$ cat src/spi_ctrl_pkg.sv
// constants, state encodings and register map of the serial control block
package spi_ctrl_pkg;

   // register indices; byte address is four times the index
   localparam logic [9:0] IDX_CTRL_ONE = 10'h000;
   localparam logic [9:0] IDX_CTRL_TWO = 10'h001;
   localparam logic [9:0] IDX_STATUS   = 10'h003;
   localparam logic [9:0] IDX_DATA_HI  = 10'h004;
   localparam logic [9:0] IDX_DATA_LO  = 10'h005;
   localparam logic [9:0] IDX_MASK     = 10'h008;

   // first control register fields
   localparam int BIT_MODULE_EN = 6;
   localparam int BIT_MASTER    = 4;
   localparam int BIT_SS_OUT_EN = 1;
   localparam logic [7:0] CTRL_ONE_BITS = 8'h52;

   // second control register fields
   localparam int BIT_XFER_WIDTH = 6;
   localparam int BIT_FAULT_EN   = 4;
   localparam int BIT_BIDIR_OE   = 3;
   localparam int BIT_WAIT_STOP  = 1;
   localparam int BIT_PIN_CTRL   = 0;
   localparam logic [7:0] CTRL_TWO_BITS = 8'h5b;

   // status and mask layout
   localparam int BIT_DONE  = 7;
   localparam int BIT_FAULT = 4;
   localparam logic [7:0] STATUS_BITS = 8'h90;

   localparam logic [7:0] CTRL_RESET = 8'h00;

   // frame lengths in bits
   localparam logic [4:0] FRAME_NARROW = 5'h08;
   localparam logic [4:0] FRAME_WIDE   = 5'h10;

   // bus clocks per half period of the generated serial clock
   localparam int HALF_PERIOD_CYCLES = 4;

   typedef enum logic [1:0] {
      ST_IDLE = 2'b01,
      ST_XFER = 2'b10
   } xfer_state_e;

endpackage

$ cat src/sync_two.sv
// two-stage synchroniser for a group of pin levels
`timescale 1ns/100ps
module sync_two #(
   parameter int WIDTH = 1
) (
   // clock and reset
   input  wire logic             pclk,
   input  wire logic             presetn,
   // levels
   input  wire logic [WIDTH-1:0] async_in,
   output logic      [WIDTH-1:0] sync_out
);
   logic [WIDTH-1:0] meta_r;

   always_ff @(posedge pclk or negedge presetn) begin
      if (!presetn) begin
         meta_r   <= '0;
         sync_out <= '0;
      end else begin
         meta_r   <= async_in;
         sync_out <= meta_r;
      end
   end
endmodule

$ cat src/spi_width_pin_ctrl.sv
// serial port with width selection, fault detection and pin configuration
`timescale 1ns/100ps
module spi_width_pin_ctrl
   import spi_ctrl_pkg::*;
#(
   parameter int HALF_CNT = HALF_PERIOD_CYCLES
) (
   // apb
   input  wire logic        pclk,
   input  wire logic        presetn,
   input  wire logic        psel,
   input  wire logic        penable,
   input  wire logic        pwrite,
   input  wire logic [11:0] paddr,
   input  wire logic [31:0] pwdata,
   output logic      [31:0] prdata,
   output logic             pready,
   output logic             pslverr,
   // serial pins
   input  wire logic        sck_i,
   output logic             sck_o,
   output logic             sck_oe,
   input  wire logic        mosi_i,
   output logic             mosi_o,
   output logic             mosi_oe,
   input  wire logic        miso_i,
   output logic             miso_o,
   output logic             miso_oe,
   input  wire logic        ss_n_i,
   output logic             ss_n_o,
   output logic             ss_n_oe,
   // system
   input  wire logic        wait_mode,
   output logic             irq
);

   typedef struct packed {
      xfer_state_e st;
      logic [7:0]  ctrl1;
      logic [7:0]  ctrl2;
      logic [7:0]  stat;
      logic [7:0]  mask;
      logic [7:0]  tx_hi;
      logic [7:0]  tx_lo;
      logic [15:0] shreg;
      logic [15:0] rx;
      logic [4:0]  bitcnt;
      logic [7:0]  div;
      logic        sck_prev;
      logic [31:0] prdata;
      logic        pready;
      logic        pslverr;
      logic        sck_o;
      logic        sck_oe;
      logic        mosi_o;
      logic        mosi_oe;
      logic        miso_o;
      logic        miso_oe;
      logic        ss_n_o;
      logic        ss_n_oe;
      logic        irq;
   } state_s;

   state_s r_r;
   state_s r_nxt;

   logic [4:0] pins_s;
   logic       sck_s, ss_n_s, mosi_s, miso_s, wait_s;

   sync_two #(.WIDTH(5)) u_sync (
      .pclk    (pclk),
      .presetn (presetn),
      .async_in({sck_i, ss_n_i, mosi_i, miso_i, wait_mode}),
      .sync_out(pins_s)
   );
   assign {sck_s, ss_n_s, mosi_s, miso_s, wait_s} = pins_s;

   function automatic logic unmapped(input logic [9:0] idx);
      unmapped = !(idx == IDX_CTRL_ONE || idx == IDX_CTRL_TWO || idx == IDX_STATUS ||
                   idx == IDX_DATA_HI || idx == IDX_DATA_LO || idx == IDX_MASK);
   endfunction

   ////////////////////////////////////////////////////////////////////////////
   logic       en, master, wide, fden, bidir, oe2, ssoe, wstop;
   logic [9:0] idx;
   logic       wr_fire, rd_phase;
   logic [7:0] wbyte, ctrl2_new;
   logic       abort, tick, din, dout, fault_ev, done_ev, last_bit;
   logic [4:0] frame_len;

   always_comb begin
      r_nxt     = r_r;
      en        = r_r.ctrl1[BIT_MODULE_EN];
      master    = r_r.ctrl1[BIT_MASTER];
      ssoe      = r_r.ctrl1[BIT_SS_OUT_EN];
      wide      = r_r.ctrl2[BIT_XFER_WIDTH];
      fden      = r_r.ctrl2[BIT_FAULT_EN];
      oe2       = r_r.ctrl2[BIT_BIDIR_OE];
      bidir     = r_r.ctrl2[BIT_PIN_CTRL];
      wstop     = r_r.ctrl2[BIT_WAIT_STOP];
      idx       = paddr[11:2];
      wbyte     = pwdata[7:0];
      rd_phase  = psel && penable && !r_r.pready;
      wr_fire   = psel && penable && r_r.pready && pwrite && !r_r.pslverr;
      ctrl2_new = wbyte & CTRL_TWO_BITS;
      frame_len = wide ? FRAME_WIDE : FRAME_NARROW;
      last_bit  = (r_r.bitcnt == frame_len - 5'h01);
      abort     = 1'b0;
      fault_ev  = 1'b0;
      done_ev   = 1'b0;
      tick      = 1'b0;

      // one wait state: answer registered, write lands on the completing edge
      r_nxt.pready  = rd_phase;
      r_nxt.pslverr = rd_phase && unmapped(idx);
      if (rd_phase) begin
         r_nxt.prdata = 32'h0000_0000;
         unique case (idx)
            IDX_CTRL_ONE: r_nxt.prdata[7:0] = r_r.ctrl1;
            IDX_CTRL_TWO: r_nxt.prdata[7:0] = r_r.ctrl2;
            IDX_STATUS:   r_nxt.prdata[7:0] = r_r.stat;
            IDX_DATA_HI:  r_nxt.prdata[7:0] = wide ? r_r.rx[15:8] : 8'h00;
            IDX_DATA_LO:  r_nxt.prdata[7:0] = r_r.rx[7:0];
            IDX_MASK:     r_nxt.prdata[7:0] = r_r.mask;
            default:      r_nxt.prdata[7:0] = 8'h00;
         endcase
      end

      // register writes
      if (wr_fire) begin
         unique case (idx)
            IDX_CTRL_ONE: begin
               r_nxt.ctrl1 = wbyte & CTRL_ONE_BITS;
               if (master && (wbyte[BIT_MASTER] != master))
                  abort = 1'b1;
            end
            IDX_CTRL_TWO: begin
               r_nxt.ctrl2 = ctrl2_new;
               if (master && ((ctrl2_new[BIT_XFER_WIDTH] != wide) ||
                              (ctrl2_new[BIT_FAULT_EN] != fden) ||
                              (ctrl2_new[BIT_PIN_CTRL] != bidir)))
                  abort = 1'b1;
               if (master && bidir && (ctrl2_new[BIT_BIDIR_OE] != oe2))
                  abort = 1'b1;
            end
            IDX_DATA_HI:  r_nxt.tx_hi = wbyte;
            IDX_DATA_LO:  r_nxt.tx_lo = wbyte;
            IDX_MASK:     r_nxt.mask  = wbyte & STATUS_BITS;
            default:      r_nxt.tx_lo = r_r.tx_lo;
         endcase
      end

      // select pin is only a fault input when master, fault on, no ss drive
      if (en && master && fden && !ssoe && !ss_n_s) begin
         fault_ev = 1'b1;
         abort    = 1'b1;
      end

      // received data pin per pin configuration
      if (master)
         din = bidir ? mosi_s : miso_s;
      else
         din = bidir ? miso_s : mosi_s;
      dout = wide ? r_r.shreg[15] : r_r.shreg[7];

      // baud divider, frozen in wait mode when clock stop is set
      if (r_r.st == ST_XFER && master && !(wstop && wait_s)) begin
         if (r_r.div == 8'(HALF_CNT - 1)) begin
            r_nxt.div = 8'h00;
            tick      = 1'b1;
         end else begin
            r_nxt.div = r_r.div + 8'h01;
         end
      end
      r_nxt.sck_prev = sck_s;

      unique case (r_r.st)
         ST_IDLE: begin
            r_nxt.bitcnt = 5'h00;
            r_nxt.div    = 8'h00;
            r_nxt.sck_o  = 1'b0;
            if (en && master && wr_fire && idx == IDX_DATA_LO && !abort) begin
               r_nxt.shreg = wide ? {r_r.tx_hi, wbyte} : {8'h00, wbyte};
               r_nxt.st    = ST_XFER;
            end else if (en && !master && !ss_n_s) begin
               r_nxt.shreg = wide ? {r_r.tx_hi, r_r.tx_lo} : {8'h00, r_r.tx_lo};
               r_nxt.st    = ST_XFER;
            end
         end
         ST_XFER: begin
            if (master) begin
               if (tick && !r_r.sck_o) begin
                  r_nxt.sck_o = 1'b1;
                  r_nxt.shreg = {r_r.shreg[14:0], din};
               end else if (tick) begin
                  r_nxt.sck_o  = 1'b0;
                  r_nxt.bitcnt = r_r.bitcnt + 5'h01;
                  done_ev      = last_bit;
               end
            end else if (ss_n_s) begin
               r_nxt.st = ST_IDLE;
            end else if (sck_s && !r_r.sck_prev) begin
               r_nxt.shreg  = {r_r.shreg[14:0], din};
               r_nxt.bitcnt = r_r.bitcnt + 5'h01;
               done_ev      = last_bit;
            end
            if (done_ev) begin
               r_nxt.rx = wide ? r_nxt.shreg : {8'h00, r_nxt.shreg[7:0]};
               r_nxt.st = master ? ST_IDLE : ST_XFER;
               r_nxt.bitcnt = 5'h00;
            end
         end
      endcase

      // set wins over write-one-to-clear
      if (wr_fire && idx == IDX_STATUS)
         r_nxt.stat = r_r.stat & ~wbyte;
      if (done_ev)
         r_nxt.stat[BIT_DONE] = 1'b1;
      if (fault_ev)
         r_nxt.stat[BIT_FAULT] = 1'b1;

      if (abort || !r_nxt.ctrl1[BIT_MODULE_EN]) begin
         r_nxt.st     = ST_IDLE;
         r_nxt.bitcnt = 5'h00;
         r_nxt.sck_o  = 1'b0;
      end
      if (!r_nxt.ctrl1[BIT_MODULE_EN])
         r_nxt.stat = 8'h00;

      // pin drivers, registered
      r_nxt.sck_oe  = en && master;
      r_nxt.mosi_o  = dout;
      r_nxt.miso_o  = dout;
      r_nxt.mosi_oe = en && master && (!bidir || oe2);
      r_nxt.miso_oe = en && !master && !ss_n_s && (!bidir || oe2);
      // slave never drives select; master only with fault and ss output on
      r_nxt.ss_n_oe = en && master && fden && ssoe;
      r_nxt.ss_n_o  = !(r_r.st == ST_XFER);
      r_nxt.irq     = |(r_nxt.stat & r_nxt.mask);
   end

   always_ff @(posedge pclk or negedge presetn) begin
      if (!presetn) begin
         r_r       <= '0;
         r_r.st    <= ST_IDLE;
         r_r.ctrl1 <= CTRL_RESET;
         r_r.ctrl2 <= CTRL_RESET;
         r_r.ss_n_o <= 1'b1;
      end else begin
         r_r <= r_nxt;
      end
   end

   assign prdata  = r_r.prdata;
   assign pready  = r_r.pready;
   assign pslverr = r_r.pslverr;
   assign sck_o   = r_r.sck_o;
   assign sck_oe  = r_r.sck_oe;
   assign mosi_o  = r_r.mosi_o;
   assign mosi_oe = r_r.mosi_oe;
   assign miso_o  = r_r.miso_o;
   assign miso_oe = r_r.miso_oe;
   assign ss_n_o  = r_r.ss_n_o;
   assign ss_n_oe = r_r.ss_n_oe;
   assign irq     = r_r.irq;
endmodule

$ cat config.mk
export PLATFORM = sky130hd
export DESIGN_NAME = spi_width_pin_ctrl
export DESIGN_NICKNAME = d
export VERILOG_FILES = /design/src/spi_ctrl_pkg.sv /design/src/sync_two.sv /design/src/spi_width_pin_ctrl.sv
export SDC_FILE = /design/constraint.sdc
export NUM_CORES = 1
export LEC_CHECK = 0
export BUFFER_PORTS_ARGS = -buffer_cell sky130_fd_sc_hd__buf_2
export CORE_UTILIZATION = 40
export CTS_CLUSTER_DIAMETER = 30
export DETAILED_ROUTE_END_ITERATION = 16
export HOLD_SLACK_MARGIN = 0.06
export PLACE_DENSITY = 0.67
export SYNTH_ARGS = -nofsm -noshare
export SYNTH_HDL_FRONTEND = slang
export SYNTH_SLANG_ARGS = --single-unit
$ cat constraint.sdc
create_clock -name pclk -period 4.35 [get_ports pclk]
set_input_delay 0.435 -clock pclk [delete_from_list [all_inputs] [get_ports pclk]]
set_output_delay 0.435 -clock pclk [all_outputs]
set_load 0.02 [all_outputs]
# == Word level (Yosys, flattened, before mapping) ==
# Cells that the tools add are included.
# totals
reg_bits,116
inputBits,54
output_inout_bits,43
# classes
n_addsub,3
n_eq_ne,24
mux,68
bitwise_logic,3
reduce_logical,61
# ops
op,count
16-bit 2-to-1 mux,9
8-bit 2-to-1 mux,9
8-bit case mux with 6 select lines,1
5-bit 2-to-1 mux,8
16-bit case mux with 2 select lines,1
1-bit logical AND,28
1-bit 2-to-1 mux,25
24-bit 2-to-1 mux,1
10-bit by 3-bit == test with 1-bit output (second input constant),2
5-bit inequality test (second input constant),4
8-bit bitwise AND,2
15-bit 2-to-1 mux,1
2-bit 2-to-1 mux,7
7-bit 2-to-1 mux,2
1-bit zero test,13
4-bit inequality test (second input constant),3
2-bit AND reduction,6
10-bit by 1-bit == test with 1-bit output (second input constant),1
10-bit by 2-bit == test with 1-bit output (second input constant),1
10-bit by 4-bit == test with 1-bit output (second input constant),1
10-bit zero test,1
5-bit case mux with 2 select lines,1
1-bit logical OR,9
8-bit by 1-bit adder with 8-bit output (second input constant),1
16 further kinds,22

# == Logic depth before layout (Yosys ltp) ==
# Gate-level depths: netlist (run 1).
# logic_depth
depth_word,14
ltp_mapped,9
ltp_nobuf,7

# == Cells and area by module ==
# Synthesis (run 1) repeated with hierarchy kept, for this count alone.
# hier_totals
hier_cells,528
area_unflattened_um2,5626.6
# by_module_without_submodules
module,instances,cells_per_inst,area_per_inst_um2,seq_area_each_um2
spi_width_pin_ctrl,1,518,5376.4,2655.0
sync_two,1,10,250.2,250.2

# == Worst setup path before layout (run 1) ==
# No wires, ideal clock.
# synth_timing
path_type,input port to flip-flop
start,input port paddr[7]
end,register r_r[137] (netlist name)
setup_time_ns,0.088
arrival_ns,2.267
required_time_ns,4.262
setup_slack_ns,1.995
path_stages,7
path_buffers,0
cell_sequence,or4_4 -> nor4b_4 -> nand3_2 -> mux2i_1 -> inv_1 -> nand3_1 -> or3_1
# synth_lines
item,line_no,rtl
"start, declared",spi_width_pin_ctrl.sv:14,"input wire logic [11:0] paddr,"
"end signal, assigned",spi_width_pin_ctrl.sv:251,r_r <= r_nxt;
"end, declared",spi_width_pin_ctrl.sv:64,state_s r_r;

# == Worst setup path after layout (run 1) ==
# layout_timing
start,register r_r[49] (netlist name)
end,register r_r[84] (netlist name)
# layout_via
elab_chain_len,7
# layout_lines
item,line_no,rtl
8-bit by 2-bit == test with 1-bit output,spi_width_pin_ctrl.sv:168,if (r_r.div == 8'(HALF_CNT - 1)) begin
1-bit 2-to-1 mux,spi_width_pin_ctrl.sv:168,
1-bit 2-to-1 mux,spi_width_pin_ctrl.sv:167,if (r_r.st == ST_XFER && master && !(wstop && wait_s)) begin
1-bit logical AND,spi_width_pin_ctrl.sv:192,if (tick && !r_r.sck_o) begin
16-bit 2-to-1 mux,spi_width_pin_ctrl.sv:192,
16-bit 2-to-1 mux,spi_width_pin_ctrl.sv:191,if (master) begin
16-bit case mux with 2 select lines,spi_width_pin_ctrl.sv:177,unique case (r_r.st)
# No other way between the ends.
# A chain may end at the register's enable or synchronous reset.

==> impl_results.md, run 1 <==
* Post-synth EDFFs at 0
* Yosys cell types at 60
* Post-CTS setup buffers at 0
* Pre-antenna DRT Iters at 5
* First-pass GRT wire length at 21,400 µm
* Hold WS at 125 ps
* Area post-placement at 5870 µm²
* Storage cell area at 2910 µm²
* Hpwl dp at 9090 µm
* CTS resizes at 0
* CP required at 4690 ps
* Final setup TNS at 0 ps
* Fin area at 6430 µm²
* DR vias/cell at 5.41
* Ys Warns at 0
* Post-synthesis mux area share at 10.2%
* Cell area after synthesis at 5660 µm²
* Core Region at 13,800 µm²
* Clk sinks at 116
* Critical Path Start Type: flop
* Worst skew pair latency at 420 ps
* Slew @ Worst Pin at 1190 ps
* Clock buffer count from CTS at 17
* Syn avg cell area at 10.6 µm²
* Static Leak at 2.97 nW
* Tcrit/Tclk final at 65.4%
* Number of setup violations in the final report at 0
* Clock Power Share at 52.7%
* Main combinational cell family by area after synthesis: simple AND/OR/NAND/NOR gates
* Layout Cells excl Fill at 759
* XOR/XNOR Fraction of Synth Area at 0.929%
* Die span in x at 121 µm
* CP Capture Type: flop
* Height of the die at 121 µm
* WS Path Type: flop to flop
* Max-cap viol count at 0
* Synth Area in Compound Gates at 14.2%
* DRT antenna net count at 0
* Root buffer cell: clkbuf_16
* Sequential share of the synthesized area at 51.3%
* Top FF cell, synth: dfrtp_1
* Via count at 4,103
* CTS tree: done
* Worst slew margin at 19.7%
* Diodes inserted at 0
* Fill cells at 1,299
* Sequential power share at 43.3%
* Power share of the combinational group at 4.0%
* Multi-input gate area at 2460 µm²
* Largest net degree at the start of global routing at 85
* HP Class: primary input to flop
* Sw Pwr at 534 µW
* Buffer depth of the longest clock path at 2
* Critical path fanouts, max at 20
* CTS H-tree lvls at 4
* Antenna violations before repair at 0
* Post-route DRC at 0
* Die area at 14,600 µm²
* Async SR Flop Fraction at 100%
* Crit. Startpoint: r_r[49]$_DFFE_PN0P_
* Synth Area in Adders at 0.442%
* Gr usage total at 19.5%
* Gpl congestion at 0.885
* Routed WL at 13,000 µm
* Initial Util at 40.9%
* P_int at 1.99 mW
* Vias in the first global route at 4,056
* Worst Path Arrival at 3180 ps
* Share of cells above drive strength 1 at 20.2%
* I/O pins at 97
* CTS Hold Buffers Added at 0
* Total grt overflow at 0
* Cells after DPL at 729
* Status: complete, no violations
* Wire per inst at 17.1 µm
* Final nets at 624
* Slew Viols, Final at 0
* Final min period at 2840 ps
* Syn-to-layout area delta at 13.6%
* PD cells at 392 nW/µm²
* Largest vdd supply drop at 0.239 mV
* Port Buf Inserts at 46
* 1st-iter DRT viols at 259
* Clock-pin slew on the worst setup and hold paths at 50 ps
* Rows at 43
* R2r startpoint: r_r[49]$_DFFE_PN0P_
* Fmax at 352 MHz
* Synthesized instance count at 536
* Hold_sp: miso_i
* Worst Clk Skew at 9.24 ps
* Number of synthesized register bits at 116
* RSZ-0062 raised after global routing: false
* Fin. Hold Viols at 0
* Sw Share at 21.2%
* Simple-gate area share of the yosys netlist at 16.1%
## area by class of cell
class,instances,area share [%]
clock inverters,5,1.17
clock buffers,25,7.55
multi-input cells,376,38.2
well taps,180,3.50
repair buffers,48,3.85
inverters,9,0.525
flip-flops and latches,116,45.2
## Yosys cell counts (3+ instances only)
library cell | number | area, µm²
and2_1 | 3 | 18.8
o21ai_0 | 37 | 185
mux2i_1 | 25 | 250
a21oi_1 | 25 | 125
nand2_1 | 50 | 188
mux2_2 | 29 | 327
nand2b_1 | 6 | 37.5
buf_4 | 33 | 248
or4_1 | 3 | 22.5
dfrtp_1 | 114 | 2850
a222oi_1 | 3 | 30.0
nand3_1 | 13 | 65.1
a31oi_1 | 4 | 25.0
inv_1 | 9 | 33.8
nor3_1 | 8 | 40.0
a22oi_1 | 16 | 120
and3_1 | 14 | 87.6
buf_2 | 5 | 25.0
nor2b_1 | 15 | 93.8
or2_2 | 3 | 18.8
clkbuf_1 | 18 | 67.6
a221oi_1 | 4 | 35.0
a21o_1 | 3 | 22.5
nor2_1 | 30 | 113
xor2_1 | 4 | 35.0
o2bb2ai_1 | 17 | 149
## critical path: stages (launching register included)
cell,delay [ps]
dfrtp_1,410
or4_1,540
nor3_2,280
a31o_2,590
and2_1,580
a22oi_1,190
o2bb2ai_1,170
## flip-flops by register name, indices dropped and copies added (netlist names), 5 cells and up
| signal | flops |
|---|---|
| prdata | 8 |
| u_sync.sync_out | 5 |
| r_r | 83 |
| u_sync.meta_r | 5 |
## through the flow
stage / util, % / worst slack [ps] / power (mW)
after floorplan: - / 1990 / 1.18
after global placement: 42.5 / 1330 / 1.21
after detailed placement: 42.5 / 1300 / 1.21
after CTS: 46.5 / 1510 / 2.55
after global routing: 46.5 / 1210 / 2.61
final: 46.5 / 1510 / 2.52
## worst paths after layout
check,to,slack [ps],cells past startpoint
min reg2reg,u_sync.sync_out[4]$_DFF_PN0_,340,0
min,u_sync.meta_r[1]$_DFF_PN0_,120,1
max,r_r[84]$_DFFE_PN0P_,1510,6
max reg2reg,r_r[84]$_DFFE_PN0P_,1510,6
min in group asynchronous,r_r[87]$_DFFE_PN0P_,200,1
max in group asynchronous,r_r[127]$_DFFE_PN0P_,3080,2
## power by group through the flow
stage	Combinational (mW)	Clock, mW	Sequential, mW
after floorplan	0.0657	0	1.11
after CTS	0.103	1.35	1.09
after global routing	0.115	1.40	1.09
after global placement	0.101	0	1.11
final	0.102	1.33	1.09
after detailed placement	0.103	0	1.11
## cells in the final DEF, fill, tap and decap left out, types with 3 or more instances in the layout
cell and n:
inv_1 9, conb_1 24, o21ai_0 37, o2bb2ai_1 17, nor3_1 8, buf_2 45, or4_1 3, nor2b_1 15
clkbuf_16 17, a222oi_1 3, and2_1 3, clkbuf_8 3, or2_2 3, dfrtp_1 114, clkbuf_1 5, clkinv_2 3
nand2_1 50, nor2_1 30, a221oi_1 4, a31oi_1 4, mux2i_1 25, mux2_2 29, buf_4 3, nand2b_1 6
xor2_1 4, nand3_1 13, and3_1 14, a21oi_1 25, a21o_1 3, a22oi_1 16
## routing by layer
metal | routed length [µm] | share of wire [%] | up-vias | track usage (%)
met1 | 5870 | 45 | 2000 | 26.6
li1 | - | - | 1932 | -
met2 | 5930 | 46 | 147 | 28.7
met3 | 940 | 7.2 | 24 | 5.59
met5 | 0 | 0 | - | 0
met4 | 250 | 1.9 | 0 | 8.87
## cell families (layout without fill, tap and decap cells)
family	count (synthesis)	count (layout)
AOI/OAI and AO/OA	123	123
xor gates and xnor gates	6	6
adders and majority gates	2	2
buffers and inverters	67	87
DFF	116	116
muxes	54	54
other	1	24
and+or+nand+nor	167	167
No activity file was read; power rests on OpenSTA's default activity.
==> inputs of run 2 (changes only) <==
PLACE_DENSITY = 0.69   (was 0.67)
clock period = 2.4 ns   (was 4.35 ns; I/O delays follow)
==> run 2 against run 1 <==
Clock power increased by 71%. Flip-flop and latch count unchanged. Worst hold slack improved by 8.2 ps.
==> impl_results.md, run 2 (synthesis results as in run 1) <==
* Most common cell after layout, fill and taps aside: dfrtp_1
* Max-cap viol count at 0 (unchanged)
* Area post-placement at 6070 µm² (+3.4%)
* Worst Path Arrival at 2560 ps (-620 ps)
* Gr usage total at 20.3% (+0.78 points)
* Clock buffer count from CTS at 17 (unchanged)
* Worst Clk Skew at 8.50 ps (-0.745 ps)
* Share of cells above drive strength 1 at 23.2% (+3.0 points)
* Total grt overflow at 0 (unchanged)
* Die span in x at 121 µm (unchanged)
* CP required at 2740 ps (-1950 ps)
* Diodes inserted at 0 (unchanged)
* Fin area at 6670 µm² (+3.7%)
* Rows at 43 (unchanged)
* Via count at 4,325 (+5.4%)
* FF-to-FF setup slack at 180 ps (-1330 ps)
* Final min period at 2220 ps (-620 ps)
* Post-CTS setup buffers at 0 (unchanged)
* DR vias/cell at 5.49 (+1.5%)
* Worst skew pair latency at 420 ps (about the same)
* Critical Path Start Type: flop
* 1st-iter DRT viols at 358 (+38%)
* Number of setup violations in the final report at 0 (unchanged)
* CTS H-tree lvls at 4 (unchanged)
* Static Leak at 3.10 nW (+4.5%)
* Initial Util at 40.9% (unchanged)
* Core Region at 13,800 µm² (unchanged)
* Die area at 14,600 µm² (unchanged)
* Slew Viols, Final at 0 (unchanged)
* Critical path fanouts, max at 8 (-60%)
* Register bank with the most flops: r_r
* Clock-pin slew on the worst setup and hold paths at 50 ps (about the same)
* Largest vdd supply drop at 0.385 mV (+61%)
* Fill cells at 1,291 (-0.62%)
* Worst slew margin at 57.4% (+38 points)
* CTS tree: done
* Wire per inst at 17.4 µm (+1.6%)
* Tcrit/Tclk final at 92.7% (+27 points)
* Routed WL at 13,700 µm (+5.5%)
* Fmax at 450 MHz (+28%)
* Buffer depth of the longest clock path at 2 (unchanged)
* Multi-input gate area at 2470 µm² (+0.51%)
* Final setup TNS at 0 ps (unchanged)
* Height of the die at 121 µm (unchanged)
* Largest net degree at the start of global routing at 53 (-38%)
* Pwr Total at 4.47 mW (+77%)
* Slew @ Worst Pin at 639 ps (-555 ps)
* Syn-to-layout area delta at 17.8%
* RSZ-0062 raised after global routing: false
* Antenna violations before repair at 0 (unchanged)
* Post-route DRC at 0 (unchanged)
* Storage cell area at 2910 µm² (unchanged)
* HP Class: primary input to flop
* Fin. Hold Viols at 0 (unchanged)
* Most frequent cells in the layout: 114 x dfrtp_1, 50 x nand2_1, 45 x buf_2
* Final nets at 653 (+4.6%)
* Status: complete, no violations
* CP Capture Type: flop
* Max reg flops at 83 (unchanged)
* Root buffer cell: clkbuf_16
* Hpwl dp at 9490 µm (+4.4%)
* I/O pins at 97 (unchanged)
* DRT antenna net count at 0 (unchanged)
* First-pass GRT wire length at 22,300 µm (+4.2%)
* Port Buf Inserts at 46 (unchanged)
* Gpl congestion at 0.901 (+1.8%)
* Vias in the first global route at 4,179 (+3.0%)
* Pre-antenna DRT Iters at 5 (unchanged)
* Clk sinks at 116 (unchanged)
* PD cells at 670 nW/µm² (+71%)
* WS Path Type: flop to flop
-- run 2: cell count changes in the layout (fill, tap and decap cells not counted), sizes merged --
cell	delta
buf	+23
bufinv	-1
clkbuf	-1
clkinv	+2
dlygate4sd3	+6
-- run 2: cell type report --
type | count | area share, %
flip-flops and latches | 116 | 43.6
multi-input cells | 376 | 37.1
repair buffers | 77 | 7.58
clock buffers | 24 | 7.07
well taps | 180 | 3.38
clock inverters | 6 | 0.826
inverters | 9 | 0.507
-- run 2: path summary, 6_finish.rpt --
check,startpoint,depth (start not counted),to
max,r_r[49]$_DFFE_PN0P_,5,r_r[55]$_DFFE_PN0P_
min in group asynchronous,presetn,2,r_r[103]$_DFFE_PN0P_
min reg2reg,u_sync.meta_r[3]$_DFF_PN0_,0,u_sync.sync_out[3]$_DFF_PN0_
min,pwdata[1],2,r_r[122]$_DFFE_PN0P_
max in group asynchronous,presetn,3,r_r[137]$_DFFE_PN1P_
max reg2reg,r_r[49]$_DFFE_PN0P_,5,r_r[55]$_DFFE_PN0P_
-- run 2: what timing repair did --
action                     CTS  global route
setup endpoints to repair    0             3
hold endpoints to repair    51             0
hold buffers                 6             0
resized for setup            0             2
-- run 2: where the power goes --
part	internal (mW)	total [mW]	switching, mW
Combinational	0.0588	0.208	0.149
Clock	1.45	2.28	0.827
Sequential	1.97	1.98	0.00731
-- run 2: metal layers --
| metal | up-vias | GRT usage (%) | wire (µm) |
|---|---|---|---|
| met5 | - | 0 | 0 |
| met1 | 2126 | 27.6 | 6090 |
| li1 | 1999 | - | - |
| met2 | 169 | 30.1 | 6300 |
| met4 | 0 | 8.64 | 374 |
| met3 | 31 | 5.97 | 946 |
-- run 2: per-stage QoR --
step | setup WS (ps) | utilization [%] | hold slack (ps) | instances
after floorplan | 192 | - | -55.6 | 559
after global placement | 28.9 | 43.9 | 294 | 752
after detailed placement | -7.08 | 43.9 | 301 | 752
after CTS | 86.1 | 48.1 | 113 | 788
after global routing | 31.2 | 48.2 | 133 | 788
final | 176 | 48.2 | 133 | 788
-- run 2: critical path, cell delays in order, from the launching register on --
cell     delay (ps)
dfrtp_1         410
or4_1           580
nor3_4          230
a31oi_2         220
or4_1           560
a21oi_1         150
